$ cat src/emc_pkg.sv
package emc_pkg;
  localparam logic [11:0] EMC_OFS_CTRL = 12'h000;
  localparam logic [11:0] EMC_OFS_RAMPWR = 12'h004;
  localparam logic [11:0] EMC_OFS_LOCK = 12'h008;
  localparam logic [11:0] EMC_OFS_AUX = 12'h024;
  localparam logic [11:0] EMC_OFS_STATUS = 12'h030;
  localparam int EMC_CTRL_DRIVE_BIT = 0;
  localparam int EMC_CTRL_BLOCK_BIT = 1;
  localparam int EMC_CTRL_SEQ_LSB = 2;
  localparam logic [1:0] EMC_SEQ_A = 2'h2;
  localparam logic [1:0] EMC_SEQ_B = 2'h3;
  localparam logic [3:0] EMC_SEQ_LAST = 4'h8;
  localparam logic [2:0] EMC_PD_BLK3 = 3'h4;
  localparam logic [2:0] EMC_PD_BLK23 = 3'h6;
  localparam logic [2:0] EMC_PD_BLK123 = 3'h7;
  localparam logic [31:0] EMC_CTRL_RESET = 32'h0000_0000;
  localparam logic [15:0] EMC_LOCK_RESET = 16'h0000;
  localparam int EMC_SRC_W = 17;
  // Wake source bit positions
  localparam int EMC_W_RTC = 0;
  localparam int EMC_W_USART = 1;
  localparam int EMC_W_UART = 2;
  localparam int EMC_W_LOW_ENERGY_UART = 3;
  localparam int EMC_W_I2C = 4;
  localparam int EMC_W_I2C_ADDR = 5;
  localparam int EMC_W_TIMER = 6;
  localparam int EMC_W_LOW_ENERGY_TIMER = 7;
  localparam int EMC_W_CLK = 8;
  localparam int EMC_W_DMA = 9;
  localparam int EMC_W_FLASH = 10;
  localparam int EMC_W_DAC = 11;
  localparam int EMC_W_ADC = 12;
  localparam int EMC_W_AES = 13;
  localparam int EMC_W_PULSE_COUNTER = 14;
  localparam int EMC_W_LCD = 15;
  localparam int EMC_W_CMP = 16;
  typedef enum logic [2:0] {
    EMC_ACTIVE = 3'b000,
    EMC_LIGHT = 3'b001,
    EMC_DEEP = 3'b010,
    EMC_STOP = 3'b011,
    EMC_SHUTOFF = 3'b100
  } emc_mode_t;
endpackage

$ cat src/emc_energy_mode_wakeup_control.sv
// Notes on behaviour
// RULE_01: Every wakeup returns straight to active mode.
// RULE_02: Any reset leaves chip in active mode.
// RULE_03: Light sleep wakes on any enabled peripheral.
// RULE_04: Deep sleep wakes only on low-energy peripherals.
// RULE_05: Address, comparator, pin wake light/deep/stop.
// RULE_06: Stop wakes on pulse counter only externally clocked.
// RULE_07: Shutoff ignores all interrupts; reset only.
// RULE_08: Software powers down selected SRAM blocks.
// RULE_09: Powered-down block stays off until reset.
// RULE_10: First SRAM block is never powered down.
// RULE_11: Entry field bits 3:2, reset zero, enters shutoff.
// RULE_12: Block bit refuses deep sleep or lower; code blocks deep only, shutoff sequence still enters shutoff.
// RULE_13: Drive bit: zero reduced, one full.
// RULE_14: Reserved control bits written zero, ignored.
// RULE_15: Shutoff sequence is 2,3,2,3,2,3,2,3,2.
// RULE_16: Writing zero restarts sequence tracking.
// RULE_17: Blocked deep request falls to light sleep.
// RULE_18: Codes 4, 6, 7 power off blocks 3, 2-3, 1-3.
// RULE_19: Wrong sequence value abandons partial sequence.
module emc_energy_mode_wakeup_control
  import emc_pkg::*;
(
  // Clock and reset
  input wire logic clk,
  input wire logic rst,
  // APB slave
  input wire logic psel,
  input wire logic penable,
  input wire logic pwrite,
  input wire logic [11:0] paddr,
  input wire logic [31:0] pwdata,
  output logic [31:0] prdata,
  output logic pready,
  output logic pslverr,
  // Core sleep request
  input wire logic sleep_req,
  input wire logic sleep_deep,
  // Wakeup sources, enabled and gated by each peripheral
  input wire logic [emc_pkg::EMC_SRC_W-1:0] wake_src,
  input wire logic pulse_counter_ext_clk,
  input wire logic pin_irq,
  // Power and clock controls
  output emc_pkg::emc_mode_t mode,
  output logic reg_full_drive,
  output logic [3:0] ram_block_on
);
  import emc_pkg::*;

  emc_mode_t mode_reg, mode_next;
  logic [3:0] ctrl_reg, ctrl_next;
  logic [2:0] pd_reg, pd_next;
  logic [15:0] lock_reg, lock_next;
  logic aux_reg, aux_next;
  logic [3:0] seq_reg, seq_next;
  logic [31:0] rdata_reg, rdata_next;
  logic wr_en;
  logic rd_en;
  logic addr_ok;
  logic [1:0] seq_val;
  logic [1:0] seq_exp;
  logic wake_light;
  logic wake_deep;
  logic wake_stop;
  logic wake;

  // Zero wait states: every access completes in its first access cycle
  assign pready = 1'b1;
  assign wr_en = psel && penable && pwrite;
  // Read data is latched in the setup cycle so it stands through the access
  assign rd_en = psel && !penable && !pwrite;

  // Decode of the mapped offsets; anything else draws an error
  always_comb begin
    unique case (paddr)
      EMC_OFS_CTRL,
      EMC_OFS_RAMPWR,
      EMC_OFS_LOCK,
      EMC_OFS_AUX,
      EMC_OFS_STATUS: begin
        addr_ok = 1'b1;
      end
      default: begin
        addr_ok = 1'b0;
      end
    endcase
  end

  assign pslverr = psel && penable && !addr_ok;
  assign prdata = rdata_reg;
  assign seq_val = pwdata[EMC_CTRL_SEQ_LSB +: 2];
  assign seq_exp = seq_reg[0] ? EMC_SEQ_B : EMC_SEQ_A;

  // Wake qualification per mode
  always_comb begin
    // Light sleep keeps the fast clock trees, so any enabled source counts
    wake_light = |wake_src || pin_irq; // [RULE_03] [RULE_05]
    // Only the slow domain and the asynchronous paths are alive here
    wake_deep = wake_src[EMC_W_RTC] ||
                wake_src[EMC_W_LOW_ENERGY_TIMER] ||
                wake_src[EMC_W_LCD] ||
                wake_src[EMC_W_PULSE_COUNTER] ||
                wake_src[EMC_W_LOW_ENERGY_UART] ||
                wake_src[EMC_W_I2C_ADDR] ||
                wake_src[EMC_W_CMP] ||
                pin_irq; // [RULE_04] [RULE_05]
    // The pulse counter only runs here when fed from outside
    wake_stop = wake_src[EMC_W_I2C_ADDR] ||
                wake_src[EMC_W_CMP] ||
                pin_irq ||
                (wake_src[EMC_W_PULSE_COUNTER] && pulse_counter_ext_clk); // [RULE_05] [RULE_06]
    unique case (mode_reg)
      EMC_LIGHT: begin
        wake = wake_light;
      end
      EMC_DEEP: begin
        wake = wake_deep;
      end
      EMC_STOP: begin
        wake = wake_stop;
      end
      default: begin
        // Active needs no wake and shutoff ignores every source
        wake = 1'b0; // [RULE_07]
      end
    endcase
  end

  // Register writes
  always_comb begin
    ctrl_next = ctrl_reg;
    pd_next = pd_reg;
    lock_next = lock_reg;
    aux_next = aux_reg;
    if (wr_en) begin
      unique case (paddr)
        EMC_OFS_CTRL: begin
          // Upper bits have no function and are not stored [RULE_14]
          ctrl_next = pwdata[3:0];
        end
        EMC_OFS_RAMPWR: begin
          // Powered-off bits only accumulate until reset [RULE_08] [RULE_09]
          pd_next = pd_reg | pwdata[2:0];
        end
        EMC_OFS_LOCK: begin
          // Key is only stored; locking of the other registers is not enforced
          lock_next = pwdata[15:0];
        end
        EMC_OFS_AUX: begin
          aux_next = pwdata[0];
        end
        default: begin
          // Unmapped offsets answer with an error and change nothing
        end
      endcase
    end
  end

  // Shutoff entry sequence tracking
  always_comb begin
    seq_next = seq_reg;
    if (wr_en && paddr == EMC_OFS_CTRL) begin
      if (seq_val == 2'h0) begin
        seq_next = 4'h0; // [RULE_16]
      end else if (seq_val == seq_exp) begin
        seq_next = seq_reg + 4'h1; // [RULE_15]
      end else begin
        // Restart, keeping a stray 2 as a fresh first step [RULE_19]
        seq_next = (seq_val == EMC_SEQ_A) ? 4'h1 : 4'h0;
      end
    end
  end

  // Energy mode sequencing
  always_comb begin
    mode_next = mode_reg;
    unique case (mode_reg)
      EMC_ACTIVE: begin
        if (wr_en && paddr == EMC_OFS_CTRL && seq_val == EMC_SEQ_A &&
            seq_reg == EMC_SEQ_LAST) begin
          mode_next = EMC_SHUTOFF; // [RULE_11]
        end else if (sleep_req) begin
          if (!sleep_deep || ctrl_reg[EMC_CTRL_BLOCK_BIT]) begin
            mode_next = EMC_LIGHT; // [RULE_12] [RULE_17]
          end else begin
            mode_next = EMC_DEEP;
          end
        end
      end
      EMC_LIGHT, EMC_DEEP, EMC_STOP: begin
        if (wake) begin
          mode_next = EMC_ACTIVE; // [RULE_01]
        end
      end
      EMC_SHUTOFF: begin
        // Only the asynchronous reset leaves shutoff
        mode_next = EMC_SHUTOFF; // [RULE_07]
      end
      default: begin
        // An upset code recovers to active rather than hanging
        mode_next = EMC_ACTIVE;
      end
    endcase
  end

  // Read data captured in the setup cycle
  always_comb begin
    rdata_next = rdata_reg;
    if (rd_en) begin
      unique case (paddr)
        EMC_OFS_CTRL: begin
          rdata_next = {28'h0000000, ctrl_reg};
        end
        EMC_OFS_RAMPWR: begin
          rdata_next = {29'h00000000, pd_reg};
        end
        EMC_OFS_LOCK: begin
          rdata_next = {31'h00000000, lock_reg != 16'h0000};
        end
        EMC_OFS_AUX: begin
          rdata_next = {31'h00000000, aux_reg};
        end
        EMC_OFS_STATUS: begin
          rdata_next = {25'h0000000, seq_reg, mode_reg};
        end
        default: begin
          rdata_next = 32'h00000000;
        end
      endcase
    end
  end

  // Any reset returns to active mode, whatever mode it finds [RULE_02]
  always_ff @(posedge clk or posedge rst) begin
    if (rst) begin
      mode_reg <= EMC_ACTIVE;
    end else begin
      mode_reg <= mode_next;
    end
  end

  // Reset is the only way to power a RAM block up again [RULE_09]
  always_ff @(posedge clk or posedge rst) begin
    if (rst) begin
      ctrl_reg <= EMC_CTRL_RESET[3:0];
      pd_reg <= 3'h0;
      lock_reg <= EMC_LOCK_RESET;
      aux_reg <= 1'b0;
    end else begin
      ctrl_reg <= ctrl_next;
      pd_reg <= pd_next;
      lock_reg <= lock_next;
      aux_reg <= aux_next;
    end
  end

  // A reset in mid-sequence discards the partial shutoff request
  always_ff @(posedge clk or posedge rst) begin
    if (rst) begin
      seq_reg <= 4'h0;
    end else begin
      seq_reg <= seq_next;
    end
  end

  always_ff @(posedge clk or posedge rst) begin
    if (rst) begin
      rdata_reg <= 32'h00000000;
    end else begin
      rdata_reg <= rdata_next;
    end
  end

  assign mode = mode_reg;

  // Drive applies in deep sleep and stop only; elsewhere the regulator is full [RULE_13]
  always_comb begin
    reg_full_drive = 1'b1;
    if ((mode_reg == EMC_DEEP) || (mode_reg == EMC_STOP)) begin
      reg_full_drive = ctrl_reg[EMC_CTRL_DRIVE_BIT];
    end
  end

  // Block 0 has no off control at all [RULE_10] [RULE_18]
  always_comb begin
    ram_block_on = 4'hF;
    if (pd_reg[2]) begin
      // Any code with the top bit set removes block 3
      ram_block_on[3] = 1'b0;
    end
    if (pd_reg == EMC_PD_BLK23 || pd_reg == EMC_PD_BLK123) begin
      ram_block_on[2] = 1'b0;
    end
    if (pd_reg == EMC_PD_BLK123) begin
      ram_block_on[1] = 1'b0;
    end
  end
endmodule

$ cat config.mk
export PLATFORM = sky130hd
export DESIGN_NAME = emc_energy_mode_wakeup_control
export DESIGN_NICKNAME = d
export VERILOG_FILES = /design/src/emc_pkg.sv /design/src/emc_energy_mode_wakeup_control.sv
export SDC_FILE = /design/constraint.sdc
export NUM_CORES = 1
export LEC_CHECK = 0
export BUFFER_PORTS_ARGS = -buffer_cell sky130_fd_sc_hd__buf_4
export CORE_AREA = 2 2 60 118
export CTS_CLUSTER_DIAMETER = 120
export CTS_CLUSTER_SIZE = 30
export DETAILED_ROUTE_END_ITERATION = 6
export DIE_AREA = 0 0 62 120
export PLACE_DENSITY = 0.67
export SETUP_SLACK_MARGIN = 0.5
export SLEW_MARGIN = 20
export SYNTH_ARGS = -nofsm -noshare
export SYNTH_HDL_FRONTEND = slang
export SYNTH_SLANG_ARGS = --single-unit
$ cat constraint.sdc
create_clock -name clk -period 5.1 [get_ports clk]
set_clock_uncertainty 0.2 [all_clocks]
set_input_delay 1.02 -clock clk [delete_from_list [all_inputs] [get_ports clk]]
set_output_delay 1.02 -clock clk [all_outputs]
set_load 0.01 [all_outputs]
Word level (Yosys, flattened, before mapping)

Index checks and enable logic that the tools add are counted.

Logic and storage cells: 79
Input port bits: 70
Output and inout bits: 42
Register bits: 63

Eq/ne operators: 15
Muxes and demuxes: 16
Add/sub/neg operators: 1
Bitwise gates (word level): 1
Reduce and logical (&&, ||, !) cells: 39

Operators by type and width:

| operator                                                          | count |
|---|---|
| 7-bit case mux with 5 select lines                                | 1 |
| 12-bit by 6-bit == test with 1-bit output (second input constant) | 2 |
| 17-bit OR reduction                                               | 1 |
| 16-bit nonzero test                                               | 1 |
| 1-bit logical OR                                                  | 14 |
| 12-bit by 3-bit == test with 1-bit output (second input constant) | 1 |
| 12-bit by 4-bit == test with 1-bit output (second input constant) | 1 |
| 12-bit logical NOT                                                | 1 |
| 2-bit AND reduction                                               | 5 |
| 3-bit == test (second input constant)                             | 3 |
| 1-bit logical AND                                                 | 9 |
| 3-bit two-way mux                                                 | 3 |
| 3-bit case mux with 3 select lines                                | 1 |
| 4-bit two-way mux                                                 | 2 |
| 1-bit two-way mux                                                 | 7 |
| 3-bit by 2-bit == test with 1-bit output (second input constant)  | 2 |
| 5-bit OR reduction                                                | 1 |
| 4-bit by 1-bit adder with 4-bit output (second input constant)    | 1 |
| 4-bit == test (second input constant)                             | 1 |
| 1-bit logical NOT                                                 | 4 |
| 3-bit by 1-bit == test with 1-bit output (second input constant)  | 1 |
| 3-bit logical NOT                                                 | 1 |
| 3-bit != test (second input constant)                             | 1 |
| 3-bit OR                                                          | 1 |
| 7 further kinds                                                   | 7 |

Depth between registers and ports, before layout

Depth after elaboration: 10
Depth in mapped cells: 6
Gate-level depth less buffers: 5

Worst setup path after synthesis

Ideal clock, no wire load.

Kind: in2out
Start point: input paddr[7]
End point: output pslverr
Buffers on the path: 0
Cell stages on the path: 3
Arrival: 1968 ps
Slack: 1912 ps
Data required time: 3880 ps
Cell sequence: or4_4 nor2_1 a31oi_1

Word-level cells in the longest chain between the ends: 5
Elaborated cells on any way between the ends: 9
Those cells by class: eq/ne: 4; mux: 1; reduce/logical: 4

Ends and longest elaborated chain:

| what                                                              | line                                 | source |
|---|---|---|
| start: declaration                                                | emc_energy_mode_wakeup_control.sv:31 | `input wire logic [11:0] paddr,` |
| 12-bit by 6-bit == test with 1-bit output (tied with other cells) | emc_energy_mode_wakeup_control.sv:75 | `unique case (paddr)` |
| 5-bit OR reduction *                                              | emc_energy_mode_wakeup_control.sv:75 |  |
| 1-bit two-way mux *                                               | emc_energy_mode_wakeup_control.sv:75 |  |
| 1-bit logical NOT *                                               | emc_energy_mode_wakeup_control.sv:89 | `assign pslverr = psel && penable && !addr_ok;` |
| 1-bit logical AND *                                               | emc_energy_mode_wakeup_control.sv:89 |  |
| end: declaration                                                  | emc_energy_mode_wakeup_control.sv:35 | `output logic pslverr,` |

Every way passes the cells marked *; elsewhere a longest branch is shown, timed or not.

Final worst setup path

Ends and elaborated chain as after synthesis.

==> impl_metrics.csv <==
group,metric,value,unit
timing,slew_headroom,0.415,
synthesis,synth_seq_area_share,0.431,
floorplan,initial_core_util,0.336,
routing,via_per_inst,4.85,
synthesis,async_reset_ff_frac,1.00,
worst_setup_path,cp_slowest_cell,"or4_4",
final_layout,post-route-util,0.439,
worst_setup_path,startpoint_type,"primary input",
power,p_sw_frac,0.206,
final_layout,syn2layout_area_growth,30.7,%
grt,overflow,0,
clocking,htreeDepth,2,
clocking,root_buffer,"clkbuf_16",
worst_setup_path,path_max_fanout,6,
synthesis,yosysUniqueCellTypes,47,
synthesis,synth_cells,208,
power,intPower,0.627,mW
floorplan,core,6570,sq um
power,power_frac_clock,0.504,
routing,wire_per_inst,14.3,microns
flow_run,cap_violations,0,
clocking,cts_setup_buffers,0,
clocking,cts_tree,"built",
worst_setup_path,path_buf_inv,2,
grt,grt_pass1_vias,1802,
synthesis,yosysWarnings,0,
final_layout,largest_reg_flops,16,
worst_setup_path,path_cells,"buf_4, or4_4, nor2_1, a31oi_1, buf_4",
power,power.density,274,nW/um^2
routing,antenna_left,0,
final_layout,fin_cells,367,
floorplan,die_area,7440,sq um
final_layout,nets,350,
timing,fmax,284,MHz
timing,period_minus_slack,3.52,ns
clocking,clk_pin_slew,0.05,ns
place,dp_hpwl,4.18,mm
synthesis,ys.flop_type,"dfrtp_1",
timing,setup_ws,1.58,ns
power,seq_power_share,0.391,
worst_setup_path,max_stage_delay,0.56,ns
timing,slew_viol_final,0,
clocking,numClockSinks,38,
timing,rsz0062_at_grt,"false",
grt,grt_max_degree,39,
synthesis,syn_avg_cell_area,10.6,sq um
timing,post-route-period-util,0.690,
worst_setup_path,cpLargestDelayFamily,"simple AND/OR/NAND/NOR gates",
clocking,holdBufCountCts,0,
final_layout,drive_above_1_share,0.387,
floorplan,fp-row-count,42,
routing,wirelength,5.23,mm
synthesis,syn_area,2200,sq um
floorplan,ios,112,
clocking,cts_resized,0,
routing,drc_errors,0,
place,port_buffers,68,
timing,hold_viol,0,
grt,grt_pass1_wl,8.23,mm
grt,antenna_found_initial,0,
place,pre_cts_ws,1.42,ns
worst_setup_path,crit_arrival,2.30,ns
synthesis,synth_edf_count,0,
power,vdd_drop_max,0.226,mV
power,switchingPower,0.162,mW
worst_setup_path,endpoint_kind,"output port",
worst_setup_path,criticalPathCategory,"in -> out",
hold_path,hp-class,"reg -> reg",
final_layout,final-seq-area,951,sq um
routing,initialDrtViolationCount,85,
clocking,clock_path_buffers,2,
timing,fin_setup_tns,0,ns
power,power,0.790,mW
final_layout,multiInputGateArea,1070,sq um
routing,vias,1781,
clocking,cts_buffers,5,
timing,setup_viol,0,
power,leakage,1.41,nW
floorplan,die_w,62,microns
timing,worst_pin_slew,0.878,ns
grt,grt.total_usage,0.148,
routing,dr.pass1.iters,4,
final_layout,antennaDiodeCount,0,
place,dp_cells,359,
synthesis,synth_seq_cells,38,
outcome,outcome,"finished, final reports clean",
clocking,insertion_delay,0.28,ns
floorplan,fp.dieH,120,microns
worst_setup_path,worstPathRequired,3.88,ns
worst_setup_path,worst_path_most_repeated_cell,"buf_4",
place,gp_congestion,0.849,
power,comb_power_share,0.104,
final_layout,nFillCells,639,
==> cell type report <==
cell class,instances,area share
clock buffer,5,0.0434
clock inverter,3,0.0239
inverter,7,0.00912
multi-input combinational,156,0.373
sequential,38,0.330
tap,88,0.0382
timing repair buffer,70,0.182
==> synthesized netlist by cell type, types with 2 or more instances <==
| library cell | count | area, sq um |
|---|---|---|
| or3_1 | 2 | 12.5 |
| clkbuf_1 | 2 | 7.51 |
| inv_1 | 7 | 26.3 |
| nor2_1 | 14 | 52.6 |
| o21a_1 | 2 | 15.0 |
| a21o_1 | 3 | 22.5 |
| ha_1 | 2 | 25.0 |
| mux2_4 | 10 | 150 |
| a32oi_1 | 2 | 17.5 |
| or3b_2 | 2 | 17.5 |
| and3_1 | 3 | 18.8 |
| o211ai_1 | 5 | 37.5 |
| or4_1 | 4 | 30.0 |
| a31oi_1 | 3 | 18.8 |
| a22oi_1 | 2 | 15.0 |
| nor4_1 | 5 | 31.3 |
| nand3_1 | 5 | 25.0 |
| nand2_1 | 8 | 30.0 |
| nor4b_1 | 2 | 17.5 |
| conb_1 | 2 | 7.51 |
| nor3b_1 | 2 | 15.0 |
| nor2b_1 | 2 | 12.5 |
| dfrtp_1 | 38 | 951 |
| nand3b_1 | 2 | 15.0 |
| nand4_1 | 5 | 31.3 |
| buf_4 | 27 | 203 |
| or2_2 | 3 | 18.8 |
| a22o_1 | 3 | 26.3 |
| o21ai_0 | 8 | 40.0 |
| mux2_2 | 11 | 124 |
| nor3_1 | 5 | 25.0 |
| and2_1 | 2 | 12.5 |
==> logic make-up after synthesis <==
group                      synth area share
muxes                                 0.124
DFF                                   0.431
buffers and inverters                 0.124
AOI/OAI and AO/OA                     0.108
other                               0.00341
adders and majority gates            0.0113
and+or+nand+nor                       0.197
==> per-stage QoR <==
stage               instance area (sq um)  hold WS (ns)
detailed placement                   2690         0.296
global placement                     2690         0.289
finish                               2880         0.305
floorplan                            2300         0.250
global route                         2880         0.317
CTS                                  2880         0.309
==> per-layer routing <==
metal  part of all wire  vias to the layer above  GRT usage  routed length, microns
li1                   -                      842          -                       -
met1               0.35                      849      0.152                    1830
met2               0.56                       81      0.265                    2910
met3              0.061                        9     0.0269                     317
met4              0.034                        0     0.0718                     176
met5                  0                        -          0                       0
==> cell usage in the layout, fill, tap and decap left out, types with 2 or more instances in the layout <==
| cell | instances |
|---|---|
| nand2_1 | 8 |
| clkbuf_16 | 5 |
| nor3b_1 | 2 |
| inv_1 | 7 |
| bufinv_16 | 2 |
| or3b_2 | 2 |
| or3_1 | 2 |
| and2_1 | 2 |
| dfrtp_1 | 38 |
| nand3_1 | 5 |
| a22oi_1 | 2 |
| nand3b_1 | 2 |
| nor4b_1 | 2 |
| buf_4 | 70 |
| nor3_1 | 5 |
| ha_1 | 2 |
| or2_2 | 3 |
| nor4_1 | 5 |
| mux2_4 | 10 |
| mux2_2 | 11 |
| or4_1 | 4 |
| conb_1 | 27 |
| o21a_1 | 2 |
| a22o_1 | 3 |
| and3_1 | 3 |
| a32oi_1 | 2 |
| o211ai_1 | 5 |
| nand4_1 | 5 |
| o21ai_0 | 8 |
| nor2_1 | 14 |
| a21o_1 | 3 |
| a31oi_1 | 3 |
| nor2b_1 | 2 |
==> path summary, 6_finish.rpt <==
check	from	end	slack, ns	depth (start not counted)
max	paddr[7]	pslverr	1.58	5
min	lock_reg[12]	lock_reg[12]	0.30	1
max reg2reg	seq_reg[0]	mode[1]	3.38	5
min reg2reg	lock_reg[12]	lock_reg[12]	0.30	1
max in group asynchronous	rst	lock_reg[3]	3.71	3
min in group asynchronous	rst	seq_reg[1]	0.64	3
==> power by group through the flow <==
stage                     clock (mW)  combinational [mW]  sequential (mW)
after floorplan                    0              0.0474            0.315
after global placement             0              0.0814            0.315
after detailed placement           0              0.0830            0.315
after CTS                      0.407              0.0835            0.309
after global routing           0.421              0.0920            0.310
final                          0.398              0.0823            0.309
(Power assumes the default switching activity.)
